`config.mk`:
```
export PLATFORM = sky130hd
export DESIGN_NAME = wcs_top
export DESIGN_NICKNAME = d
export VERILOG_FILES = /design/src/rtl/wcs_pkg.sv /design/src/rtl/wcs_top.sv
export VERILOG_INCLUDE_DIRS = /design/src /design/src/rtl
export SDC_FILE = /design/constraint.sdc
export NUM_CORES = 1
export LEC_CHECK = 0
export BUFFER_PORTS_ARGS = -buffer_cell sky130_fd_sc_hd__clkbuf_2
export CORE_AREA = 2 2 191 268
export CTS_BUF_LIST = sky130_fd_sc_hd__clkbuf_8
export DETAILED_ROUTE_END_ITERATION = 16
export DIE_AREA = 0 0 193 270
export GPL_ROUTABILITY_DRIVEN = 0
export SLEW_MARGIN = 15
export SYNTH_ARGS = -nofsm -noshare
export SYNTH_HDL_FRONTEND = slang
export SYNTH_SLANG_ARGS = --single-unit
```
`constraint.sdc`:
```
create_clock -name sys_clk_i -period 3.7 [get_ports sys_clk_i]
set_input_delay 0.74 -clock sys_clk_i [delete_from_list [all_inputs] [get_ports sys_clk_i]]
set_output_delay 0.74 -clock sys_clk_i [all_outputs]
set_load 0.01 [all_outputs]
```
`src/rtl/wcs_defs.svh`:
```
// Constants for the weld cycle sequencer: register map, fields, timing
//
// Overview of operation
// - Debounce setting off, 10, 20 or 30 ms filters foot and firing switches.
// - Air head: weld force starts within 1 ms plus debounce after foot level 1.
// - Firing switch must close within 10 s of force, else abort with timeout error.
// - Firing switch and foot level 2 closed: squeeze starts within 2 ms plus debounce.
// - Air head squeeze needs foot level 2 on, firing switch closed, soft touch finished.
// - Squeeze time programmable 0 to 999 ms in whole milliseconds.
// - Up-slope time programmable 0.0 to 99.0 ms in 0.1 ms steps.
// - Weld time programmable 0.0 to 99.0 ms in 0.1 ms steps.
// - Down-slope time programmable 0.0 to 99.0 ms in 0.1 ms steps.
// - Cool time programmable 0.0 to 99.0 ms in 0.1 ms steps.
// - Hold time programmable 0 to 999 ms in whole milliseconds.
// - Manual head: squeeze starts within 2 ms plus debounce after firing switch.
// - Remote firing: squeeze starts 23 ms, to within one 0.1 ms tick, after remote select turns on.
// - Mode setting selects air head, manual head or remote firing.
// - With soft touch, the 10 s timeout runs from foot level 2.
// - Converter calibration constants in writable registers are used directly as setpoint: high in weld, low in up- and down-slope.
// - Calibration steps: converter high, converter low, measure high, measure low, end.
// - Air valve driver energises as soon as foot level 1 is active.
// - Emergency stop open halts the cycle until the run key is pressed.
`ifndef WCS_DEFS_SVH
`define WCS_DEFS_SVH

`define WCS_A_CTRL 4'h0
`define WCS_A_SQZ 4'h1
`define WCS_A_UP 4'h2
`define WCS_A_WELD 4'h3
`define WCS_A_DOWN 4'h4
`define WCS_A_COOL 4'h5
`define WCS_A_HOLD 4'h6
`define WCS_A_SOFT 4'h7
`define WCS_A_STAT 4'h8
`define WCS_A_CAL 4'h9
`define WCS_A_CDH 4'ha
`define WCS_A_CDL 4'hb
`define WCS_A_CMH 4'hc
`define WCS_A_CML 4'hd

`define WCS_CTRL_RST 16'h0000
`define WCS_CTRL_MODE 1:0
`define WCS_CTRL_DEB 3:2
`define WCS_CTRL_SOFT 4
`define WCS_STAT_ST 3:0
`define WCS_STAT_ERR 4
`define WCS_STAT_HALT 5
`define WCS_STAT_CAL 8:6
`define WCS_CAL_START 0
`define WCS_CAL_NEXT 1
`define WCS_TIME_RST 10'h000
`define WCS_CAL_RST 12'h000

`define WCS_MODE_AIR 2'h0
`define WCS_MODE_MAN 2'h1
`define WCS_MODE_REM 2'h2

// Switch inputs in sync vector
`define WCS_SW_FOOT1 0
`define WCS_SW_FOOT2 1
`define WCS_SW_FIRE 2
`define WCS_SW_REM 3
`define WCS_SW_ESTOP 4
`define WCS_SW_RUN 5

`define WCS_CLK_NS 40
`define WCS_TICK_NS 100000
`define WCS_TICK_CYC ((`WCS_TICK_NS + `WCS_CLK_NS - 1) / `WCS_CLK_NS)
`define WCS_TICKS_PER_MS 4'h9
`define WCS_MS_TENTHS 14'h000a
`define WCS_DEB_10MS 9'h064
`define WCS_DEB_20MS 9'h0c8
`define WCS_DEB_30MS 9'h12c
`define WCS_REMOTE_MS 23
`define WCS_REMOTE_TENTHS 14'h00e6
`define WCS_FIRE_TMO_S 10
`define WCS_FIRE_TMO_MS 14'h2710

`endif

```
`src/rtl/wcs_pkg.sv`:
```
// Types for the weld cycle sequencer
package wcs_pkg;
`include "wcs_defs.svh"

    typedef enum logic [3:0] {
        ST_IDLE, ST_WAIT, ST_SOFT, ST_DELAY, ST_SQZ, ST_UP, ST_WELD,
        ST_DOWN, ST_COOL, ST_HOLD, ST_DONE, ST_HALT
    } wcs_st_t;

    typedef enum logic [2:0] {
        CAL_OFF, CAL_DAC_HI, CAL_DAC_LO, CAL_MEAS_HI, CAL_MEAS_LO, CAL_END
    } wcs_cal_t;

    typedef struct packed {
        logic [5:0] sync1;
        logic [5:0] sync2;
        logic run_prev;
        logic [2:0] deb_val;
        logic [2:0][8:0] deb_cnt;
        logic [11:0] presc;
        logic [3:0] dig;
        wcs_st_t st;
        logic [13:0] cnt;
        logic [13:0] tmo;
        logic soft_done;
        logic err;
        wcs_cal_t cal;
        logic [15:0] ctrl;
        logic [6:0][9:0] tp;
        logic [3:0][11:0] calk;
        logic [11:0] setp;
        logic [15:0] rdata;
    } wcs_state_t;
endpackage

```
`src/rtl/wcs_top.sv`:
```
// Weld cycle sequencer: switch inputs, phase timing, calibration store
//
// Local design decisions: the address map and the plain strobed port.
`timescale 1ns/10ps
`include "wcs_defs.svh"
module wcs_top import wcs_pkg::*; #(
    parameter int TICK_CYC = `WCS_TICK_CYC
) (
    input wire logic sys_clk_i,
    input wire logic resetn_i,
    input wire logic foot1_i,
    input wire logic foot2_i,
    input wire logic fire_i,
    input wire logic remote_sel_i,
    input wire logic estop_closed_i,
    input wire logic run_key_i,
    input wire logic [11:0] meas_i,
    input wire logic [3:0] addr_i,
    input wire logic [15:0] wdata_i,
    input wire logic wr_i,
    input wire logic rd_i,
    output logic [15:0] rdata_o,
    output logic weld_force_o,
    output logic air_valve_o,
    output logic weld_on_o,
    output logic [11:0] setpoint_o,
    output logic [3:0] phase_o,
    output logic fire_tmo_o,
    output logic halted_o
);
    wcs_state_t q, n;
    logic tick, ms_tick, run_edge, soft_en, in_wait;
    logic [1:0] mode;
    logic [8:0] deb_lim;
    logic [13:0] plen;
    logic [2:0] deb_raw;
    logic [2:0] deb_val_d;
    logic [2:0][8:0] deb_cnt_d;

    assign tick = (q.presc == 12'(TICK_CYC - 1));
    assign ms_tick = tick && (q.dig == `WCS_TICKS_PER_MS);
    assign run_edge = q.sync2[`WCS_SW_RUN] & ~q.run_prev;
    assign mode = q.ctrl[`WCS_CTRL_MODE];
    assign soft_en = q.ctrl[`WCS_CTRL_SOFT];
    assign in_wait = (q.st == ST_WAIT) || (q.st == ST_SOFT);
    assign deb_raw = {q.sync2[`WCS_SW_FIRE], q.sync2[`WCS_SW_FOOT2], q.sync2[`WCS_SW_FOOT1]};

    always_comb begin
        unique case (q.ctrl[`WCS_CTRL_DEB])
            2'h1: deb_lim = `WCS_DEB_10MS;
            2'h2: deb_lim = `WCS_DEB_20MS;
            2'h3: deb_lim = `WCS_DEB_30MS;
            default: deb_lim = 9'h000;
        endcase
    end

    for (genvar i = 0; i < 3; i++) begin : g_deb
        always_comb begin
            deb_val_d[i] = q.deb_val[i];
            deb_cnt_d[i] = 9'h000;
            if (deb_raw[i] != q.deb_val[i]) begin
                if (deb_lim == 9'h000) begin
                    deb_val_d[i] = deb_raw[i];
                end else if (tick) begin
                    deb_cnt_d[i] = q.deb_cnt[i] + 9'h001;
                    if (deb_cnt_d[i] >= deb_lim) begin
                        deb_val_d[i] = deb_raw[i];
                        deb_cnt_d[i] = 9'h000;
                    end
                end else begin
                    deb_cnt_d[i] = q.deb_cnt[i];
                end
            end
        end
    end

    // ms fields scaled to 0.1 ms; taken as is
    always_comb begin
        unique case (q.st)
            ST_SOFT: plen = 14'(q.tp[6] * `WCS_MS_TENTHS);
            ST_DELAY: plen = `WCS_REMOTE_TENTHS;
            ST_SQZ: plen = 14'(q.tp[0] * `WCS_MS_TENTHS);
            ST_UP: plen = {4'h0, q.tp[1]};
            ST_WELD: plen = {4'h0, q.tp[2]};
            ST_DOWN: plen = {4'h0, q.tp[3]};
            ST_COOL: plen = {4'h0, q.tp[4]};
            ST_HOLD: plen = 14'(q.tp[5] * `WCS_MS_TENTHS);
            default: plen = 14'h0000;
        endcase
    end

    always_comb begin
        n = q;
        n.sync1 = {run_key_i, estop_closed_i, remote_sel_i, fire_i, foot2_i, foot1_i};
        n.sync2 = q.sync1;
        n.run_prev = q.sync2[`WCS_SW_RUN];
        n.deb_val = deb_val_d;
        n.deb_cnt = deb_cnt_d;
        n.presc = tick ? 12'h000 : q.presc + 12'h001;
        if (tick) begin
            n.dig = ms_tick ? 4'h0 : q.dig + 4'h1;
            n.cnt = q.cnt + 14'h0001;
        end
        if (in_wait && ms_tick) begin
            n.tmo = q.tmo + 14'h0001;
        end

        unique case (q.st)
            ST_IDLE: begin
                n.soft_done = 1'b0;
                n.tmo = 14'h0000;
                n.cnt = 14'h0000;
                if (q.cal == CAL_OFF) begin
                    if (mode == `WCS_MODE_AIR && q.deb_val[`WCS_SW_FOOT1]) begin
                        // force and valve on at once
                        n.st = ST_WAIT;
                    end else if (mode == `WCS_MODE_MAN && q.deb_val[`WCS_SW_FIRE]) begin
                        n.st = ST_SQZ;
                    end else if (mode == `WCS_MODE_REM && q.sync2[`WCS_SW_REM]) begin
                        n.st = ST_DELAY;
                    end
                end
            end
            ST_WAIT: begin
                if (!q.deb_val[`WCS_SW_FOOT1]) begin
                    n.st = ST_DONE;
                end else if (q.deb_val[`WCS_SW_FOOT2] && q.deb_val[`WCS_SW_FIRE] && (q.soft_done || !soft_en)) begin
                    n.st = ST_SQZ;
                    n.cnt = 14'h0000;
                end else if (soft_en && !q.soft_done && q.deb_val[`WCS_SW_FOOT2]) begin
                    // timeout restarts at foot level 2
                    n.st = ST_SOFT;
                    n.cnt = 14'h0000;
                    n.tmo = 14'h0000;
                end
            end
            ST_SOFT: begin
                if (!q.deb_val[`WCS_SW_FOOT1] || !q.deb_val[`WCS_SW_FOOT2]) begin
                    n.st = q.deb_val[`WCS_SW_FOOT1] ? ST_WAIT : ST_DONE;
                end else if (q.cnt >= plen) begin
                    n.soft_done = 1'b1;
                    n.st = ST_WAIT;
                end
            end
            ST_DELAY: begin
                if (q.cnt >= plen) begin
                    n.st = ST_SQZ;
                    n.cnt = 14'h0000;
                end
            end
            // fixed phase order, zero length leaves after one cycle
            ST_SQZ, ST_UP, ST_WELD, ST_DOWN, ST_COOL, ST_HOLD: begin
                if (q.cnt >= plen) begin
                    n.cnt = 14'h0000;
                    n.st = (q.st == ST_HOLD) ? ST_DONE : wcs_st_t'(q.st + 4'h1);
                end
            end
            ST_DONE: begin
                // Raw and filtered levels both open, so one press gives one weld
                if (deb_raw == 3'h0 && q.deb_val == 3'h0 && !q.sync2[`WCS_SW_REM]) begin
                    n.st = ST_IDLE;
                end
            end
            ST_HALT: begin
                if (q.sync2[`WCS_SW_ESTOP] && run_edge) begin
                    n.st = ST_DONE;
                end
            end
        endcase

        // Register writes; error clear is ordered before the set below
        if (wr_i) begin
            unique case (addr_i)
                `WCS_A_CTRL: n.ctrl = wdata_i;
                `WCS_A_SQZ, `WCS_A_UP, `WCS_A_WELD, `WCS_A_DOWN, `WCS_A_COOL, `WCS_A_HOLD, `WCS_A_SOFT:
                    n.tp[addr_i - `WCS_A_SQZ] = wdata_i[9:0];
                `WCS_A_STAT: if (wdata_i[`WCS_STAT_ERR]) n.err = 1'b0;
                // calibration steps advance in fixed order
                `WCS_A_CAL: begin
                    if (wdata_i[`WCS_CAL_START] && q.cal == CAL_OFF && q.st == ST_IDLE) begin
                        n.cal = CAL_DAC_HI;
                    end else if (wdata_i[`WCS_CAL_NEXT] && q.cal != CAL_OFF) begin
                        if (q.cal == CAL_MEAS_HI) n.calk[2] = meas_i;
                        if (q.cal == CAL_MEAS_LO) n.calk[3] = meas_i;
                        n.cal = (q.cal == CAL_END) ? CAL_OFF : wcs_cal_t'(q.cal + 3'h1);
                    end
                end
                `WCS_A_CDH, `WCS_A_CDL, `WCS_A_CMH, `WCS_A_CML: n.calk[addr_i - `WCS_A_CDH] = wdata_i[11:0];
                default: ;
            endcase
        end

        // abort with sticky error on firing timeout
        if (in_wait && q.tmo >= `WCS_FIRE_TMO_MS) begin
            n.err = 1'b1;
            n.st = ST_DONE;
        end
        if (!q.sync2[`WCS_SW_ESTOP]) begin
            n.st = ST_HALT;
            n.cal = CAL_OFF;
        end

        unique case (q.st)
            ST_WELD: n.setp = q.calk[0];
            ST_UP, ST_DOWN: n.setp = q.calk[1];
            default: n.setp = (q.cal == CAL_DAC_HI) ? q.calk[0] : (q.cal == CAL_DAC_LO) ? q.calk[1] : 12'h000;
        endcase

        n.rdata = 16'h0000;
        if (rd_i) begin
            unique case (addr_i)
                `WCS_A_CTRL: n.rdata = q.ctrl;
                `WCS_A_SQZ, `WCS_A_UP, `WCS_A_WELD, `WCS_A_DOWN, `WCS_A_COOL, `WCS_A_HOLD, `WCS_A_SOFT:
                    n.rdata = {6'h00, q.tp[addr_i - `WCS_A_SQZ]};
                `WCS_A_STAT: begin
                    n.rdata[`WCS_STAT_ST] = q.st;
                    n.rdata[`WCS_STAT_ERR] = q.err;
                    n.rdata[`WCS_STAT_HALT] = (q.st == ST_HALT);
                    n.rdata[`WCS_STAT_CAL] = q.cal;
                end
                `WCS_A_CAL: n.rdata = {13'h0000, q.cal};
                `WCS_A_CDH, `WCS_A_CDL, `WCS_A_CMH, `WCS_A_CML: n.rdata = {4'h0, q.calk[addr_i - `WCS_A_CDH]};
                default: n.rdata = 16'h0000;
            endcase
        end
    end

    always_ff @(posedge sys_clk_i) begin
        if (!resetn_i) begin
            q <= '0;
            q.st <= ST_IDLE;
            q.cal <= CAL_OFF;
            q.ctrl <= `WCS_CTRL_RST;
        end else begin
            q <= n;
        end
    end

    // force held from wait through hold except the remote delay, dropped after hold
    assign weld_force_o = (q.st >= ST_WAIT) && (q.st <= ST_HOLD) && (q.st != ST_DELAY);
    // valve follows force in air mode
    assign air_valve_o = weld_force_o && (mode == `WCS_MODE_AIR);
    assign weld_on_o = (q.st == ST_UP) || (q.st == ST_WELD) || (q.st == ST_DOWN);
    assign setpoint_o = q.setp;
    assign phase_o = q.st;
    assign fire_tmo_o = q.err;
    assign halted_o = (q.st == ST_HALT);
    assign rdata_o = q.rdata;
endmodule

```
# After elaboration in Yosys (flattened, before gate mapping)
# Cells that the tools add are included.
# op_classes
addsub	11
multipliers	3
order_cmp	11
n_eq_ne	62
n_mux	73
n_bitwise	7
reduce_logical	73
# op_table
cell	n
$mux W138	1
$pmux W14 S8	1
$mux W12	6
$mux W24	3
$bwmux W70	1
$mux W70	1
$mux W4	14
$pmux W14 S4	1
$mux W18	3
$bwmux W48	1
$pmux W24 S2	1
$pmux W9 S5	1
$eq A4 B4 Y1 const B	11
$mux W14	3
$mul A10 B3 Y13 const B	3
$eq A4 B3 Y1 const B	8
$mux W32	1
$bmux W10 S3	1
$demux W10 S3	1
$add A14 B1 Y14 const B	2
$mux W28	1
$pmux W14 S2	1
$pmux W4 S7	1
$add A9 B1 Y9 const B	3
61 further kinds	170
# totals
reg_bits	258
inputBits	42
output_inout_bits	37
elab_cells	272

# Depth between registers and ports, before layout
# depth
word_depth	10
mapped_depth	19
depth_no_buf	18

# Worst setup path before layout
# No wires, ideal clock.
# synth_timing
path_kind	reg-to-reg
start	register with a tool-made name
end	register q[184] in the netlist's numbering
setup_ns	0.065
arrival_time_ns	3.593
required_ns	3.635
setup_slack_ns	0.042
stages_incl_launch_ff	18
path_buffers	1
period_less_slack_ns	3.658
path_cell_list	dfxtp_1 > ha_1 > ha_1 > a21o_1 > a21oi_1 > o21ai_0 > o41ai_1 > nor2b_1 > o211ai_1 > and3_1 > ha_1 > a21oi_1 > o21ai_0 > nor3_1 > o21ai_0 > a21o_1 > buf_1 > nor2_1
# synth_lines
item	line	source
end signal: assignment	wcs_top.sv:235	q <= n;
end: declaration	wcs_top.sv:31	wcs_state_t q, n;

==> impl_metrics.csv <==
group,metric,value,unit
layout,area_growth,19.0,%
critical_path,slowest_stage,"dfxtp_4",
routing,firstDrtPassIters,6,
global_route,grt_max_degree,82,
critical_path,worstSetupStartpointType,"flop",
floorplan,start_util,29.8,%
cts,htree_levels,2,
cts,cts_tree,"done",
power,p_total,6.49,mW
global_route,grt_pass1_vias,13300,
min_path,hold_class,"in -> reg",
power,seq_power_share,43.8,%
layout,fin_nets,1995,
global_route,grt-ovfl-total,0,
sta,rsz0062_at_grt,"true",
critical_path,setup.worst_path.class,"reg -> reg",
cts,clock_sinks,258,
critical_path,cp.arrival,4.30,ns
sta,setup_viol,5,
critical_path,cp.required,4.22,ns
synthesis,ys_ff_latch,258,
floorplan,rows,97,
power,pwr-share-clk,45.8,%
synthesis,yosys.cell_types.count,75,
cts,path_clk_slew,0.07,ns
routing,via_count,13300,
sta,max_slew.worst_pin.slew,0.724,ns
synthesis,syn_nets,1889,
critical_path,max_stage_delay,0.36,ns
routing,drt_iter0_drc,1150,
sta,fin_crit_sh,102,%
cts,clk_latency,0.60,ns
flow_run,drv_cap,0,
floorplan,die_y,270,um
routing,drc,0,
synthesis,ys.flop_type,"dfxtp_1",
sta,max_freq,265,MHz
routing,wl_per_cell,18.2,um
synthesis,synthCells,1735,
cts,numCtsBuffers,45,
power,p_switching,1.74,mW
layout,drive_above_1_share,19.9,%
placement,port_buffers,78,
global_route,antenna_found_initial,0,
layout,final_util,35.5,%
status,failed_checks,"setup timing",
power,p_leak,7.44,nW
power,irDropWorstVdd,0.284,mV
critical_path,critPathMaxFanout,4,
synthesis,synth-edff-count,0,
floorplan,die_x,193,um
critical_path,path_cells,"ha_4 -> ha_1 -> a21o_1 -> a21oi_2 -> o22ai_2 -> nor2_1 -> xor2_1 -> o22ai_1 -> nor2_1 -> ha_1 -> and4_1 -> o2111ai_1 -> nor3_2 -> nor3_4 -> buf_4 -> a211o_1 -> nand2b_4 -> a31oi_1",
layout,antennaDiodeCount,0,
cts,clk_path_buf_depth,3,
power,swShare,26.8,%
routing,wirelength,45.9,mm
sta,maxSlewHeadroom,51.8,%
placement,place_hpwl,33.5,mm
power,intPower,4.75,mW
sta,fin_skew,0.0209,ns
sta,fin_crit,3.78,ns
sta,hold_viol,0,
sta,final-max-slew-violation-count,0,
floorplan,core,0.0498,mm2
power,p_per_area,368,mW/mm2
power,pwr-share-comb,10.4,%
cts,ctsRootBufferMaster,"clkbuf_8",
synthesis,ys_warn_count,0,
status,status,"complete, but fails checks",
sta,worst_slack,-0.0763,ns
synthesis,async_flop_share,0,%
routing,routed_via_density,5.27,
synthesis,syn_area_per_cell,8.54,um2
cts,cts_hold_buf,0,
synthesis,synth_area,0.0148,mm2
synthesis,ys_seq_area_share,34.8,%
routing,ant_nets,0,
floorplan,io_pins,79,
global_route,grt_pass1_wl,72.2,mm
floorplan,die_area,0.0521,mm2
critical_path,setup.worst_path.end_class,"flop",
global_route,grt_util_all_layers,17.5,%
## power groups by stage
stage	clock network [mW]	logic (mW)	registers [mW]
CTS	3.03	0.654	2.85
detailed placement	0	0.631	2.91
global placement	0	0.624	2.90
global route	3.16	0.726	2.85
finish	2.97	0.673	2.84
floorplan	0	0.399	2.90
## repair_timing
action	CTS	global route
buffers inserted	5	3
resized for setup	54	31
setup endpoints to repair	19	19
hold endpoints to repair	0	0
pin swaps	39	32
## routing by layer
layer	global-route usage [%]	share of wire (%)	wire length, um	vias up
met1	20.1	39	18100	6331
met4	10.2	5.8	2650	0
li1	-	-	-	6303
met2	30.3	50	22700	480
met3	2.73	5.2	2400	151
met5	0	0	0	-
## area by class of cell
type	count	area, um2
tap	643	805
fill	5113	32100
timing repair buffer	198	1310
sequential	258	5190
clock buffer	57	785
clock inverter	25	243
multi-input combinational	1292	9140
inverter	46	175
## critical path, delay by kind of cell, from the launching register on
family                   cells  cell delay [ns]
AO/OA/AOI/OAI                7             1.19
AND/OR/NAND/NOR              6             1.02
adder cells (fa/ha/maj)      3             0.67
flip-flops                   1             0.36
XOR/XNOR                     1             0.30
buffers and inverters        1             0.15
## placed cells by master (no fill, tap or decap), types with 13 or more instances in the layout
cell type / count
a31oi_1: 14
mux2i_1: 107
nor2_1: 264
and3_1: 31
buf_4: 117
a21oi_1: 90
nor2b_1: 15
ha_1: 96
inv_1: 48
dfxtp_1: 247
nor3_1: 26
o21ai_0: 64
mux4_2: 13
clkbuf_2: 79
nand3_1: 31
nand2_1: 140
and2_1: 29
nand4_1: 15
xnor2_1: 37
clkbuf_8: 57
a22oi_1: 44
xor2_1: 56
## cells by family after synthesis
logic type / share of synthesized area, %
mux: 9.51
fa+ha+maj: 9.61
buf+inv: 5.82
flops: 34.8
xor+xnor: 5.61
compound gates: 15.1
simple gates: 19.6
## stage by stage
stage                     setup WS (ns)  TNS, ns  instance area [um2]  hold slack (ns)  instances
final                           -0.0763   -0.298                17600            0.352       2519
after global routing             -0.276    -3.46                17600            0.345       2519
after CTS                       -0.0326  -0.0378                17500            0.320       2515
after detailed placement         -0.294    -4.29                16200            0.424       2429
after global placement           -0.233    -3.62                16200            0.425       2429
after floorplan                  0.0416        0                14800            0.412       1735
## path summary, 6_finish.rpt
| kind | cells after the start | start | slack [ns] | endpoint |
|---|---|---|---|---|
| worst min register to register | 1 | n[249] | 0.43 | q[249] |
| worst min-delay path | 3 | wdata_i[12] | 0.35 | q[158] |
| worst max-delay path | 18 | flop | -0.08 | phase_o[3] |
| worst max register to register | 18 | flop | -0.08 | phase_o[3] |
## cell usage after synthesis (all sizes together) (5+ instances only)
library cell  count  area [um2]
inv              44         165
nand4            15        93.8
a31oi            14        87.6
buf              56         377
clkbuf           83         313
a211oi           13        97.6
o31ai             5        37.5
nand2b            8        50.1
nor3             31         178
nor2b            16         100
nor4              7        43.8
o41ai             7        61.3
o221ai            7        61.3
ha              109        1360
nor2            264         991
nor3b             6        50.1
or3              14        90.1
mux2i           107        1070
mux4             13         293
o21ai            75         375
or2               6        37.5
a222oi           12         120
xnor2            38         333
a221oi            8        70.1
a22oi            44         330
and2             31         194
nand3            34         200
and3             33         209
xor2             57         499
a21boi            6        45.0
a21oi            98         490
dfxtp           258        5160
a21o             11        82.6
o22ai             8        50.1
nand3b            6        45.0
nand2           140         526
Note: power is estimated with default switching activity, not from simulation.
